`config.mk`:
```
export PLATFORM = sky130hd
export DESIGN_NAME = mrs_reset_seq
export DESIGN_NICKNAME = d
export VERILOG_FILES = /design/src/pkg/mrs_pkg.sv /design/src/design/mrs_reset_seq.sv
export SDC_FILE = /design/constraint.sdc
export NUM_CORES = 1
export LEC_CHECK = 0
export CELL_PAD_IN_SITES_DETAIL_PLACEMENT = 0
export CELL_PAD_IN_SITES_GLOBAL_PLACEMENT = 1
export CORE_MARGIN = 2
export CORE_UTILIZATION = 40
export CTS_CLUSTER_SIZE = 8
export DETAILED_ROUTE_END_ITERATION = 10
export DONT_BUFFER_PORTS = 1
export GPL_TIMING_DRIVEN = 0
export PLACE_DENSITY_LB_ADDON = 0.1
export SKIP_CTS_REPAIR_TIMING = 1
export SKIP_LAST_GASP = 1
export SYNTH_ARGS = -nofsm -noshare
export SYNTH_HDL_FRONTEND = slang
export SYNTH_SLANG_ARGS = --single-unit
```
`constraint.sdc`:
```
create_clock -name clock -period 1.95 [get_ports clock]
set_input_delay 0.39 -clock clock [delete_from_list [all_inputs] [get_ports clock]]
set_output_delay 0.39 -clock clock [all_outputs]
set_load 0.02 [all_outputs]
```
`src/pkg/mrs_pkg.sv`:
```
// constants, states and register map of the reset sequencer
// Behaviour
// - accept pin reset in run, pin reset in halt, watchdog expiry in run
// - watchdog expiry in halt clears only pc and stack pointer
// - power-up clears both flags; pin reset keeps them; pin wake gives 0/1
// - watchdog expiry in run sets timeout flag; watchdog wake leaves both 1
// - every reset and every halt wake inserts 1024 clock start-up delay
// - power-up, watchdog reset and pin reset add an option-load delay
// - chip reset clears pc, interrupts, timer, ports, stack, watchdog
// - halt sets powerdown, clears timeout; watchdog-clear, power-up clear it
// - watchdog expiry runs full reset in run, warm reset in halt
package mrs_pkg;

  // start-up timer length in system clocks
  localparam int unsigned STARTUP_CYCLES = 1024;
  localparam logic [10:0] STARTUP_LAST = 11'(STARTUP_CYCLES - 1);

  // option-load delay, reset value of the control field
  localparam logic [7:0] OPT_LEN_RST = 8'h10;
  localparam logic [7:0] OPT_LEN_MIN = 8'h01;

  // register byte offsets
  localparam logic [3:0] OFF_STATUS = 4'h0;
  localparam logic [3:0] OFF_IRQ_STAT = 4'h4;
  localparam logic [3:0] OFF_IRQ_MASK = 4'h8;
  localparam logic [3:0] OFF_CTRL = 4'hc;

  // status register fields
  localparam int unsigned ST_TIMEOUT_BIT = 0;
  localparam int unsigned ST_POWERDOWN_BIT = 1;
  localparam int unsigned ST_RUN_BIT = 2;
  localparam int unsigned ST_HALT_BIT = 3;
  localparam int unsigned ST_CHIPRST_BIT = 4;
  localparam int unsigned ST_PIN_BIT = 5;
  localparam int unsigned ST_STATE_LSB = 8;

  // interrupt status and mask fields
  localparam int unsigned IRQ_PIN_BIT = 0;
  localparam int unsigned IRQ_WDOG_BIT = 1;
  localparam int unsigned IRQ_WARM_BIT = 2;
  localparam int unsigned IRQ_WAKE_BIT = 3;
  localparam int unsigned IRQ_W = 4;
  localparam logic [IRQ_W-1:0] IRQ_RST = 4'h0;

  // sequencer states, gray along reset path startup -> opt -> run -> halt
  typedef enum logic [2:0] {
    MRS_STARTUP = 3'b000,
    MRS_OPT = 3'b001,
    MRS_RUN = 3'b011,
    MRS_HALT = 3'b010,
    MRS_WAKE = 3'b110,
    MRS_PIN = 3'b111,
    MRS_SPARE = 3'b101
  } mrs_state_t;

endpackage
```
`src/design/mrs_reset_seq.sv`:
```
// reset sequencer: source decode, cause flags, start-up and option delays
//
// Added by the designer: the Wishbone slave port and the register addresses.
`timescale 1ns/10ps
module mrs_reset_seq (
  input wire logic clock,
  input wire logic srst,
  input wire logic ext_reset_pin_n,
  input wire logic watchdog_timeout,
  input wire logic halt_enter,
  input wire logic wdog_clear_instr,
  input wire logic wake_event,
  input wire logic wb_cyc_i,
  input wire logic wb_stb_i,
  input wire logic wb_we_i,
  input wire logic [3:0] wb_adr_i,
  input wire logic [3:0] wb_sel_i,
  input wire logic [31:0] wb_dat_i,
  output logic [31:0] wb_dat_o,
  output logic wb_ack_o,
  output logic chip_reset,
  output logic pc_sp_reset,
  output logic watchdog_clear,
  output logic core_run,
  output logic core_halted,
  output logic timeout_flag,
  output logic powerdown_flag,
  output logic irq
);

  ////////////////////////////////////////////////////////////////////////
  // helpers

  // states in which the chip reset is held
  function automatic logic is_reset_state(input mrs_pkg::mrs_state_t s);
    return (s == mrs_pkg::MRS_PIN) || (s == mrs_pkg::MRS_STARTUP) ||
           (s == mrs_pkg::MRS_OPT);
  endfunction

  ////////////////////////////////////////////////////////////////////////
  // declarations

  logic pin_meta_ff;
  logic pin_sync_ff;
  logic pin_low;
  mrs_pkg::mrs_state_t state_ff;
  mrs_pkg::mrs_state_t nxt_state;
  logic [10:0] cnt_ff;
  logic [7:0] opt_len_ff;
  logic startup_done;
  logic opt_done;
  logic wdog_run;
  logic wdog_halt;
  logic pin_run;
  logic pin_halt;
  logic wake_done;
  logic [mrs_pkg::IRQ_W-1:0] irq_stat_ff;
  logic [mrs_pkg::IRQ_W-1:0] irq_mask_ff;
  logic [mrs_pkg::IRQ_W-1:0] irq_set;
  logic bus_req;
  logic bus_wr;
  logic [31:0] rd_data;

  ////////////////////////////////////////////////////////////////////////
  // reset pin synchroniser

  // two flops; only the second is used
  always_ff @(posedge clock) begin
    if (srst) begin
      pin_meta_ff <= 1'b1;
      pin_sync_ff <= 1'b1;
    end else begin
      pin_meta_ff <= ext_reset_pin_n;
      pin_sync_ff <= pin_meta_ff;
    end
  end

  assign pin_low = ~pin_sync_ff;

  ////////////////////////////////////////////////////////////////////////
  // reset source decode

  // classify each source by the core's mode
  assign pin_run = pin_low && (state_ff != mrs_pkg::MRS_HALT) &&
                   (state_ff != mrs_pkg::MRS_PIN);
  assign pin_halt = pin_low && (state_ff == mrs_pkg::MRS_HALT);
  assign wdog_run = watchdog_timeout && !pin_low &&
                    (state_ff == mrs_pkg::MRS_RUN);
  assign wdog_halt = watchdog_timeout && !pin_low &&
                     (state_ff == mrs_pkg::MRS_HALT);
  assign startup_done = (cnt_ff == mrs_pkg::STARTUP_LAST);
  assign opt_done = (cnt_ff == (11'(opt_len_ff) - 11'h001));
  assign wake_done = (state_ff == mrs_pkg::MRS_WAKE) && startup_done &&
                     !pin_low;

  ////////////////////////////////////////////////////////////////////////
  // sequencer

  // next state
  always_comb begin
    nxt_state = state_ff;
    unique case (state_ff)
      mrs_pkg::MRS_PIN: begin
        if (!pin_low) begin
          nxt_state = mrs_pkg::MRS_STARTUP;
        end
      end
      mrs_pkg::MRS_STARTUP: begin
        if (pin_low) begin
          nxt_state = mrs_pkg::MRS_PIN;
        end else if (startup_done) begin
          nxt_state = mrs_pkg::MRS_OPT;
        end
      end
      mrs_pkg::MRS_OPT: begin
        if (pin_low) begin
          nxt_state = mrs_pkg::MRS_PIN;
        end else if (opt_done) begin
          nxt_state = mrs_pkg::MRS_RUN;
        end
      end
      mrs_pkg::MRS_RUN: begin
        if (pin_low) begin
          nxt_state = mrs_pkg::MRS_PIN;
        end else if (wdog_run) begin
          nxt_state = mrs_pkg::MRS_STARTUP;
        end else if (halt_enter) begin
          nxt_state = mrs_pkg::MRS_HALT;
        end
      end
      mrs_pkg::MRS_HALT: begin
        if (pin_low) begin
          nxt_state = mrs_pkg::MRS_PIN;
        end else if (wdog_halt || wake_event) begin
          nxt_state = mrs_pkg::MRS_WAKE;
        end
      end
      mrs_pkg::MRS_WAKE: begin
        if (pin_low) begin
          nxt_state = mrs_pkg::MRS_PIN;
        end else if (startup_done) begin
          nxt_state = mrs_pkg::MRS_RUN;
        end
      end
      default: begin
        nxt_state = mrs_pkg::MRS_STARTUP;
      end
    endcase
  end

  // state register; power-up starts the start-up delay
  always_ff @(posedge clock) begin
    if (srst) begin
      state_ff <= mrs_pkg::MRS_STARTUP;
    end else begin
      state_ff <= nxt_state;
    end
  end

  // delay counter, restarts on every state change
  always_ff @(posedge clock) begin
    if (srst || (nxt_state != state_ff)) begin
      cnt_ff <= 11'h000;
    end else if (state_ff != mrs_pkg::MRS_RUN &&
                 state_ff != mrs_pkg::MRS_HALT) begin
      cnt_ff <= cnt_ff + 11'h001;
    end
  end

  ////////////////////////////////////////////////////////////////////////
  // outputs to the core units

  // reset controls follow the next state so they come from flops
  always_ff @(posedge clock) begin
    if (srst) begin
      chip_reset <= 1'b1;
      pc_sp_reset <= 1'b1;
      watchdog_clear <= 1'b1;
      core_run <= 1'b0;
      core_halted <= 1'b0;
    end else begin
      chip_reset <= is_reset_state(nxt_state);
      pc_sp_reset <= is_reset_state(nxt_state) || wdog_halt;
      watchdog_clear <= is_reset_state(nxt_state) ||
                        (nxt_state == mrs_pkg::MRS_HALT &&
                         state_ff == mrs_pkg::MRS_RUN);
      core_run <= (nxt_state == mrs_pkg::MRS_RUN);
      core_halted <= (nxt_state == mrs_pkg::MRS_HALT);
    end
  end

  ////////////////////////////////////////////////////////////////////////
  // cause flags

  // timeout flag
  always_ff @(posedge clock) begin
    if (srst) begin
      timeout_flag <= 1'b0;
    end else if (wdog_run || wdog_halt) begin
      timeout_flag <= 1'b1;
    end else if (pin_halt) begin
      timeout_flag <= 1'b0;
    end else if (state_ff == mrs_pkg::MRS_RUN && halt_enter && !pin_low) begin
      timeout_flag <= 1'b0;
    end
  end

  // powerdown flag; pin reset in run leaves it alone
  always_ff @(posedge clock) begin
    if (srst) begin
      powerdown_flag <= 1'b0;
    end else if (pin_halt || wdog_halt) begin
      powerdown_flag <= 1'b1;
    end else if (state_ff == mrs_pkg::MRS_RUN && !pin_low && !wdog_run) begin
      if (halt_enter) begin
        powerdown_flag <= 1'b1;
      end else if (wdog_clear_instr) begin
        powerdown_flag <= 1'b0;
      end
    end
  end

  ////////////////////////////////////////////////////////////////////////
  // wishbone slave

  assign bus_req = wb_cyc_i && wb_stb_i && !wb_ack_o;
  assign bus_wr = bus_req && wb_we_i;

  // one-cycle answer, dropped in the following cycle
  always_ff @(posedge clock) begin
    if (srst) begin
      wb_ack_o <= 1'b0;
    end else begin
      wb_ack_o <= bus_req;
    end
  end

  // read mux, unmapped reads return zero
  always_comb begin
    rd_data = 32'h0000_0000;
    unique case (wb_adr_i)
      mrs_pkg::OFF_STATUS: begin
        rd_data[mrs_pkg::ST_TIMEOUT_BIT] = timeout_flag;
        rd_data[mrs_pkg::ST_POWERDOWN_BIT] = powerdown_flag;
        rd_data[mrs_pkg::ST_RUN_BIT] = core_run;
        rd_data[mrs_pkg::ST_HALT_BIT] = core_halted;
        rd_data[mrs_pkg::ST_CHIPRST_BIT] = chip_reset;
        rd_data[mrs_pkg::ST_PIN_BIT] = pin_sync_ff;
        rd_data[mrs_pkg::ST_STATE_LSB +: 3] = state_ff;
      end
      mrs_pkg::OFF_IRQ_STAT: begin
        rd_data[mrs_pkg::IRQ_W-1:0] = irq_stat_ff;
      end
      mrs_pkg::OFF_IRQ_MASK: begin
        rd_data[mrs_pkg::IRQ_W-1:0] = irq_mask_ff;
      end
      mrs_pkg::OFF_CTRL: begin
        rd_data[7:0] = opt_len_ff;
      end
      default: begin
        rd_data = 32'h0000_0000;
      end
    endcase
  end

  // read data register
  always_ff @(posedge clock) begin
    if (srst) begin
      wb_dat_o <= 32'h0000_0000;
    end else if (bus_req && !wb_we_i) begin
      wb_dat_o <= rd_data;
    end
  end

  // option-load length, zero is raised to one
  always_ff @(posedge clock) begin
    if (srst) begin
      opt_len_ff <= mrs_pkg::OPT_LEN_RST;
    end else if (bus_wr && wb_adr_i == mrs_pkg::OFF_CTRL && wb_sel_i[0]) begin
      if (wb_dat_i[7:0] == 8'h00) begin
        opt_len_ff <= mrs_pkg::OPT_LEN_MIN;
      end else begin
        opt_len_ff <= wb_dat_i[7:0];
      end
    end
  end

  ////////////////////////////////////////////////////////////////////////
  // interrupts

  // events: pin reset, watchdog reset, warm reset, wake complete
  always_comb begin
    irq_set = '0;
    irq_set[mrs_pkg::IRQ_PIN_BIT] = pin_run || pin_halt;
    irq_set[mrs_pkg::IRQ_WDOG_BIT] = wdog_run;
    irq_set[mrs_pkg::IRQ_WARM_BIT] = wdog_halt;
    irq_set[mrs_pkg::IRQ_WAKE_BIT] = wake_done;
  end

  // sticky status, write one to clear, set wins
  always_ff @(posedge clock) begin
    if (srst) begin
      irq_stat_ff <= mrs_pkg::IRQ_RST;
    end else if (bus_wr && wb_adr_i == mrs_pkg::OFF_IRQ_STAT &&
                 wb_sel_i[0]) begin
      irq_stat_ff <= (irq_stat_ff & ~wb_dat_i[mrs_pkg::IRQ_W-1:0]) | irq_set;
    end else begin
      irq_stat_ff <= irq_stat_ff | irq_set;
    end
  end

  // mask register
  always_ff @(posedge clock) begin
    if (srst) begin
      irq_mask_ff <= mrs_pkg::IRQ_RST;
    end else if (bus_wr && wb_adr_i == mrs_pkg::OFF_IRQ_MASK &&
                 wb_sel_i[0]) begin
      irq_mask_ff <= wb_dat_i[mrs_pkg::IRQ_W-1:0];
    end
  end

  // level interrupt from flops
  always_ff @(posedge clock) begin
    if (srst) begin
      irq <= 1'b0;
    end else begin
      irq <= |(irq_stat_ff & irq_mask_ff);
    end
  end

  ////////////////////////////////////////////////////////////////////////
  // assertions

  a_wdog_run_reset: assert property (@(posedge clock) disable iff (srst)
    wdog_run |=> chip_reset && state_ff == mrs_pkg::MRS_STARTUP)
    else $error("watchdog expiry in run did not start chip reset");

  a_warm_reset_only: assert property (@(posedge clock) disable iff (srst)
    wdog_halt |=> pc_sp_reset && !chip_reset &&
                 state_ff == mrs_pkg::MRS_WAKE)
    else $error("warm reset wrong");

  a_pin_halt_flags: assert property (@(posedge clock) disable iff (srst)
    pin_halt |=> !timeout_flag && powerdown_flag)
    else $error("pin wake from halt flags wrong");

  a_pin_run_flags: assert property (@(posedge clock) disable iff (srst)
    pin_run && !watchdog_timeout |=>
      $stable(timeout_flag) && $stable(powerdown_flag))
    else $error("pin reset in run changed flags");

  a_wdog_flags: assert property (@(posedge clock) disable iff (srst)
    wdog_run |=> timeout_flag && $stable(powerdown_flag))
    else $error("watchdog reset flags wrong");

  a_startup_length: assert property (@(posedge clock) disable iff (srst)
    (state_ff == mrs_pkg::MRS_STARTUP || state_ff == mrs_pkg::MRS_WAKE) &&
    nxt_state != state_ff && !pin_low |-> cnt_ff == 11'h3ff)
    else $error("start-up delay not 1024 cycles");

  a_opt_follows: assert property (@(posedge clock) disable iff (srst)
    state_ff == mrs_pkg::MRS_STARTUP && startup_done && !pin_low
    |=> state_ff == mrs_pkg::MRS_OPT && chip_reset)
    else $error("option-load delay skipped");

  a_chip_units: assert property (@(posedge clock) disable iff (srst)
    chip_reset |-> pc_sp_reset && watchdog_clear && !core_run)
    else $error("chip reset incomplete");

  a_halt_flags: assert property (@(posedge clock) disable iff (srst)
    state_ff == mrs_pkg::MRS_RUN && halt_enter && !pin_low && !wdog_run
    |=> powerdown_flag && !timeout_flag && core_halted)
    else $error("halt entry flags wrong");

  a_run_after_delay: assert property (@(posedge clock) disable iff (srst)
    $rose(core_run) |-> $past(state_ff) == mrs_pkg::MRS_OPT ||
                        $past(state_ff) == mrs_pkg::MRS_WAKE)
    else $error("core released early");

  a_pin_sources: assert property (@(posedge clock) disable iff (srst)
    pin_low |=> state_ff == mrs_pkg::MRS_PIN && chip_reset)
    else $error("pin reset not taken");

endmodule

```
# Word level (Yosys, flattened, before mapping)
# Index checks and enable logic that the tools add are counted.
[word_totals]
ff_bits = 52
elab_cells = 114
latchBits = 0
out_inout_bits = 41
mem_bits_rw = 0
rom_bits = 0
inputBits = 50
mem_count = 0
[classes]
n_div = 0
magnitude_cmp = 0
n_eq_ne = 18
bitwise_logic = 6
mul = 0
n_reduce_logical = 45
shifts = 0
n_addsub = 2
n_mux = 26
[ops]
columns = ["operator", "count"]
rows = [
  ["$mux 3", 13],
  ["$logic_and 1x1->1", 24],
  ["$pmux 3 s6", 1],
  ["$pmux 4 s4", 1],
  ["$eq 3x2->1 const B", 4],
  ["$add 11x1->11 const B", 1],
  ["$eq 11x10->1 const B", 1],
  ["$eq 11x11->1", 1],
  ["$eq 3x3->1 const B", 3],
  ["$logic_or 1x1->1", 9],
  ["$sub 8x1->9 const B", 1],
  ["$and 4x4->4", 2],
  ["$eq 4x4->1 const B", 2],
  ["$logic_not 8->1", 1],
  ["$mux 8", 1],
  ["$or 4x4->4", 2],
  ["$mux 1", 7],
  ["$eq 3x1->1 const B", 2],
  ["$logic_not 3->1", 2],
  ["$ne 3x2->1 const B", 2],
  ["$reduce_bool 3->1", 2],
  ["$eq 4x3->1 const B", 1],
  ["$logic_not 4->1", 1],
  ["$mux 4", 1],
  ["10 further kinds", 12],
]

# Logic depth before layout (Yosys ltp)
[depth]
ltp_word = 10
mapped_depth = 8
ltp_nobuf = 8

# Worst setup path after synthesis
# No wires, ideal clock.
[synth_timing]
path_type = "reg2reg"
from = "reg opt_len_ff[0]"
to = "reg cnt_ff[10]"
path_stages_with_launch = 7
setup_time_ps = 131
t_arrival_ps = 2007
path_buffers = 0
required_time_ps = 1819
synth_period_minus_slack_ps = 2138
path_slack_ps = -188
cell_sequence = "dfxtp_1 -> or4_1 -> or4b_1 -> o31ai_1 -> nor3_1 -> o31ai_4 -> nor2_1"
[synth_via]
elab_chain_len = 7
[synth_lines]
columns = ["item", "line_no", "source"]
rows = [
  ["from (decl)", "mrs_reset_seq.sv:49", "logic [7:0] opt_len_ff;"],
  ["from (signal assigned)", "mrs_reset_seq.sv:278", "opt_len_ff <= mrs_pkg::OPT_LEN_RST;"],
  ["from (signal assigned)", "mrs_reset_seq.sv:281", "opt_len_ff <= mrs_pkg::OPT_LEN_MIN;"],
  ["from (signal assigned)", "mrs_reset_seq.sv:283", "opt_len_ff <= wb_dat_i[7:0];"],
  ["$sub 8x1->9", "mrs_reset_seq.sv:92", "assign opt_done = (cnt_ff == (11'(opt_len_ff) - 11'h001));"],
  ["$eq 11x11->1", "mrs_reset_seq.sv:92", ""],
  ["$mux 3", "mrs_reset_seq.sv:118", "end else if (opt_done) begin"],
  ["$mux 3", "mrs_reset_seq.sv:116", "if (pin_low) begin"],
  ["$pmux 3 s6", "mrs_reset_seq.sv:102", "unique case (state_ff)"],
  ["$ne 3x3->1", "mrs_reset_seq.sv:162", "if (srst || (nxt_state != state_ff)) begin"],
  ["$logic_or 1x1->1", "mrs_reset_seq.sv:162", ""],
  ["to (signal assigned)", "mrs_reset_seq.sv:166", "cnt_ff <= cnt_ff + 11'h001;"],
  ["to (decl)", "mrs_reset_seq.sv:48", "logic [10:0] cnt_ff;"],
]
# Every way passes these cells.
# A chain may end at the register's enable or synchronous reset.

# Worst setup path after layout
[layout_timing]
from = "reg opt_len_ff[1]"
to = "reg cnt_ff[8]"
# Same word-level chain as after synthesis.

==> metrics.txt <==
worst path bufs/invs=2; minimum clock period=approximately 2.2 ns; register area share after synthesis=between 30% and 40%; via count=between 2,000 and 2,500; final net count=approximately 400; Worst Skew=between 0.01 and 0.015 ns; row count=30; Worst path slowest cell=dfxtp_4; Die W=about 87 um; largest net degree at the start of global routing=15; Synth Flop Type=dfxtp_1; leak pwr=about 1.2 nW; layout cells sized above 1=around 20%; DRC viols=0; crit start category=flip-flop; Reg2Reg Capture Point=cnt_ff[8]; sequential share of power=between 50% and 60%; global route overflow=0; htree depth=2; Crit path required time=approximately 2.2 ns; clock-pin slew on the worst setup and hold paths=roughly 0.10 ns; P_sw=0.533 mW; clock buffer depth=2; Post-synth EDFFs=0; Yosys warnings=0; Post-Route WL=a little under 7000 um; CP Class=flip-flop to flip-flop; Routed Antenna Nets=0; All-Layer GR Usage=a little under a fifth; multi-input logic area=roughly 0.0016 mm2; initial DRC count=just over 100; leading cell type in the layout, fill and taps excluded=dfxtp_1; Avg Cell Area, Syn=8.63 um2; Slew Viols, Final=0; combinational fraction of design power=between 10 and 15%; num ports=91; Core Box Area=~0.0067 mm2; FF+latch count, synth=52; power density cells=~640 mW/mm2; Via density=5.38; routability cong.=a little under 0.9; Initial Util=between 40% and 50%; final hold slack=between 0.15 and 0.2 ns; Cells after Synth=316; period utilisation layout=112%; antenna violations before repair=0; first-pass GRT wire length=about 11,000 um; Design Area, Final=between 0.003 and 0.004 mm2; r2r setup slk=-0.23 ns; Cell Chain, Critical Path=inv_1 > ha_2 > xor2_1 > nand4b_1 > nor4b_4 > a31oi_1 > o31ai_4 > buf_6 > nor2_1; post-DP HPWL=~5200 um; Max VDD drop=0.362 mV; Worst Hold Path EP=state_ff[0]; PortBufs=0; critical path data arrival time=approximately 2.4 ns; sequential cell area=0.00105 mm2; crit-path max FO=6; PnR worst setup slack=-0.234 ns; FMAX=approximately 0.46 GHz; clock power share=32.8%; Least-Margin Pin Slew=0.619 ns; total power=approximately 2 mW; Skew-Pair Late Insertion Delay=0.31 ns; failing checks=negative setup slack; Placed Cells=about 420; Final Instance Count excl. Fillers=approximately 420; DR pass1 iterations=4; status=complete, but fails checks; vias in the first global route=slightly above 2,000; CP max stage delay=0.40 ns; Layout area overhead=16.0%; Fin. Hold Viols=0; Max-Cap Viols=0; # diodes=0; switch share=a little over a quarter; worst min path class=primary input to flip-flop; Sink Count=52; reg2reg start=opt_len_ff[1]; TritonCTS Buffers=5; Internal=roughly 1.5 mW; WL per Instance=16.3 um; most frequent cells in the layout=47 x dfxtp_1, 46 x nor2_1, 23 x buf_4, 21 x conb_1, 13 x nand2_1; synth unique cells=50; Min-Delay Startpoint=srst; die area=between 0.007 and 0.008 mm2; critical path's top delay family=simple AND/OR/NAND/NOR gates; Die Ht=about 87 um; Hold Crit Depth=1; Clock Tree Root=clkbuf_8; final setup TNS=-3.39 ns; Register-to-Register Path Depth=9; share of flip-flops with an asynchronous set or reset=0%; Setup violations, final=17; CTS tree=yes; max_slew headroom=58.4%; area post-placement=0.00291 mm2; unrepaired setup endpoints after global routing=true; Setup crit end kind=flip-flop; fillers=around 670; Post-Syn Area=0.00273 mm2
power by group through the flow:
stage	logic, mW	clock network, mW	registers (mW)
final	0.252	0.667	1.12
after global placement	0.229	0	1.14
after CTS	0.229	0.690	1.12
after floorplan	0.192	0	1.13
after detailed placement	0.229	0	1.14
after global routing	0.275	0.729	1.12
layer usage:
metal	global-route usage, %	wire, um	vias up
li1	-	-	1138
met1	25.2	3320	1056
met2	27.6	3050	74
met3	5.33	449	11
met4	6.53	110	0
met5	0	0	-
kinds of logic after synthesis:
group | synth area share (%)
xor gates and xnor gates | 5.78
DFF | 38.2
buffers and inverters | 8.81
other | 0.137
and+or+nand+nor | 24.4
muxes | 7.89
adders and majority gates | 0.917
AOI/OAI and AO/OA | 13.9
cell usage after synthesis, drive strengths merged (5+ instances only):
library cell   n  area, um2
dfxtp         52       1040
nor2          48        180
buf           22        161
clkbuf        14       52.6
nand2         13       48.8
a22oi         12       90.1
a21oi         11       55.1
mux2i         11        110
o21ai         11       55.1
xor2          10       87.6
nand3          9       45.0
nor3           9       45.0
xnor2          8       70.1
inv            7       26.3
nor2b          7       43.8
nand3b         5       37.5
nand4          5       31.3
or2            5       31.3
area by class of cell:
cell class / instances / share of cell area [%]
Buffer: 33 / 6.49
Clock buffer: 7 / 3.05
Inverter: 7 / 0.831
Multi-Input combinational cell: 241 / 52.0
Sequential cell: 52 / 33.3
Tap cell: 80 / 3.16
Timing Repair Buffer: 4 / 1.19
worst max-delay path by stage:
stage | startpoint | to | slack (ns) | cells after the start
4_1_cts | cnt_ff[3] | cnt_ff[6] | -0.56 | 7
2_1_floorplan | opt_len_ff[0] | cnt_ff[0] | -0.07 | 6
5_1_grt | opt_len_ff[1] | cnt_ff[8] | -0.32 | 9
3_3_place_gp | cnt_ff[3] | cnt_ff[1] | -0.55 | 7
3_5_place_dp | cnt_ff[3] | cnt_ff[5] | -0.56 | 7
6_report | opt_len_ff[1] | cnt_ff[8] | -0.23 | 9
stage by stage:
step,utilization [%],worst slack [ns]
final,47.3,-0.234
after CTS,45.1,-0.565
after floorplan,-,-0.0708
after detailed placement,43.6,-0.559
after global routing,47.3,-0.320
after global placement,43.6,-0.547
sequential cells by signal, summed over array words and instances (netlist names), 3 cells and up:
| signal | cells |
|---|---|
| irq_stat_ff | 4 |
| state_ff | 3 |
| cnt_ff | 11 |
| wb_dat_o | 11 |
| opt_len_ff | 8 |
| irq_mask_ff | 4 |
No activity file was read; power rests on OpenSTA's default activity.
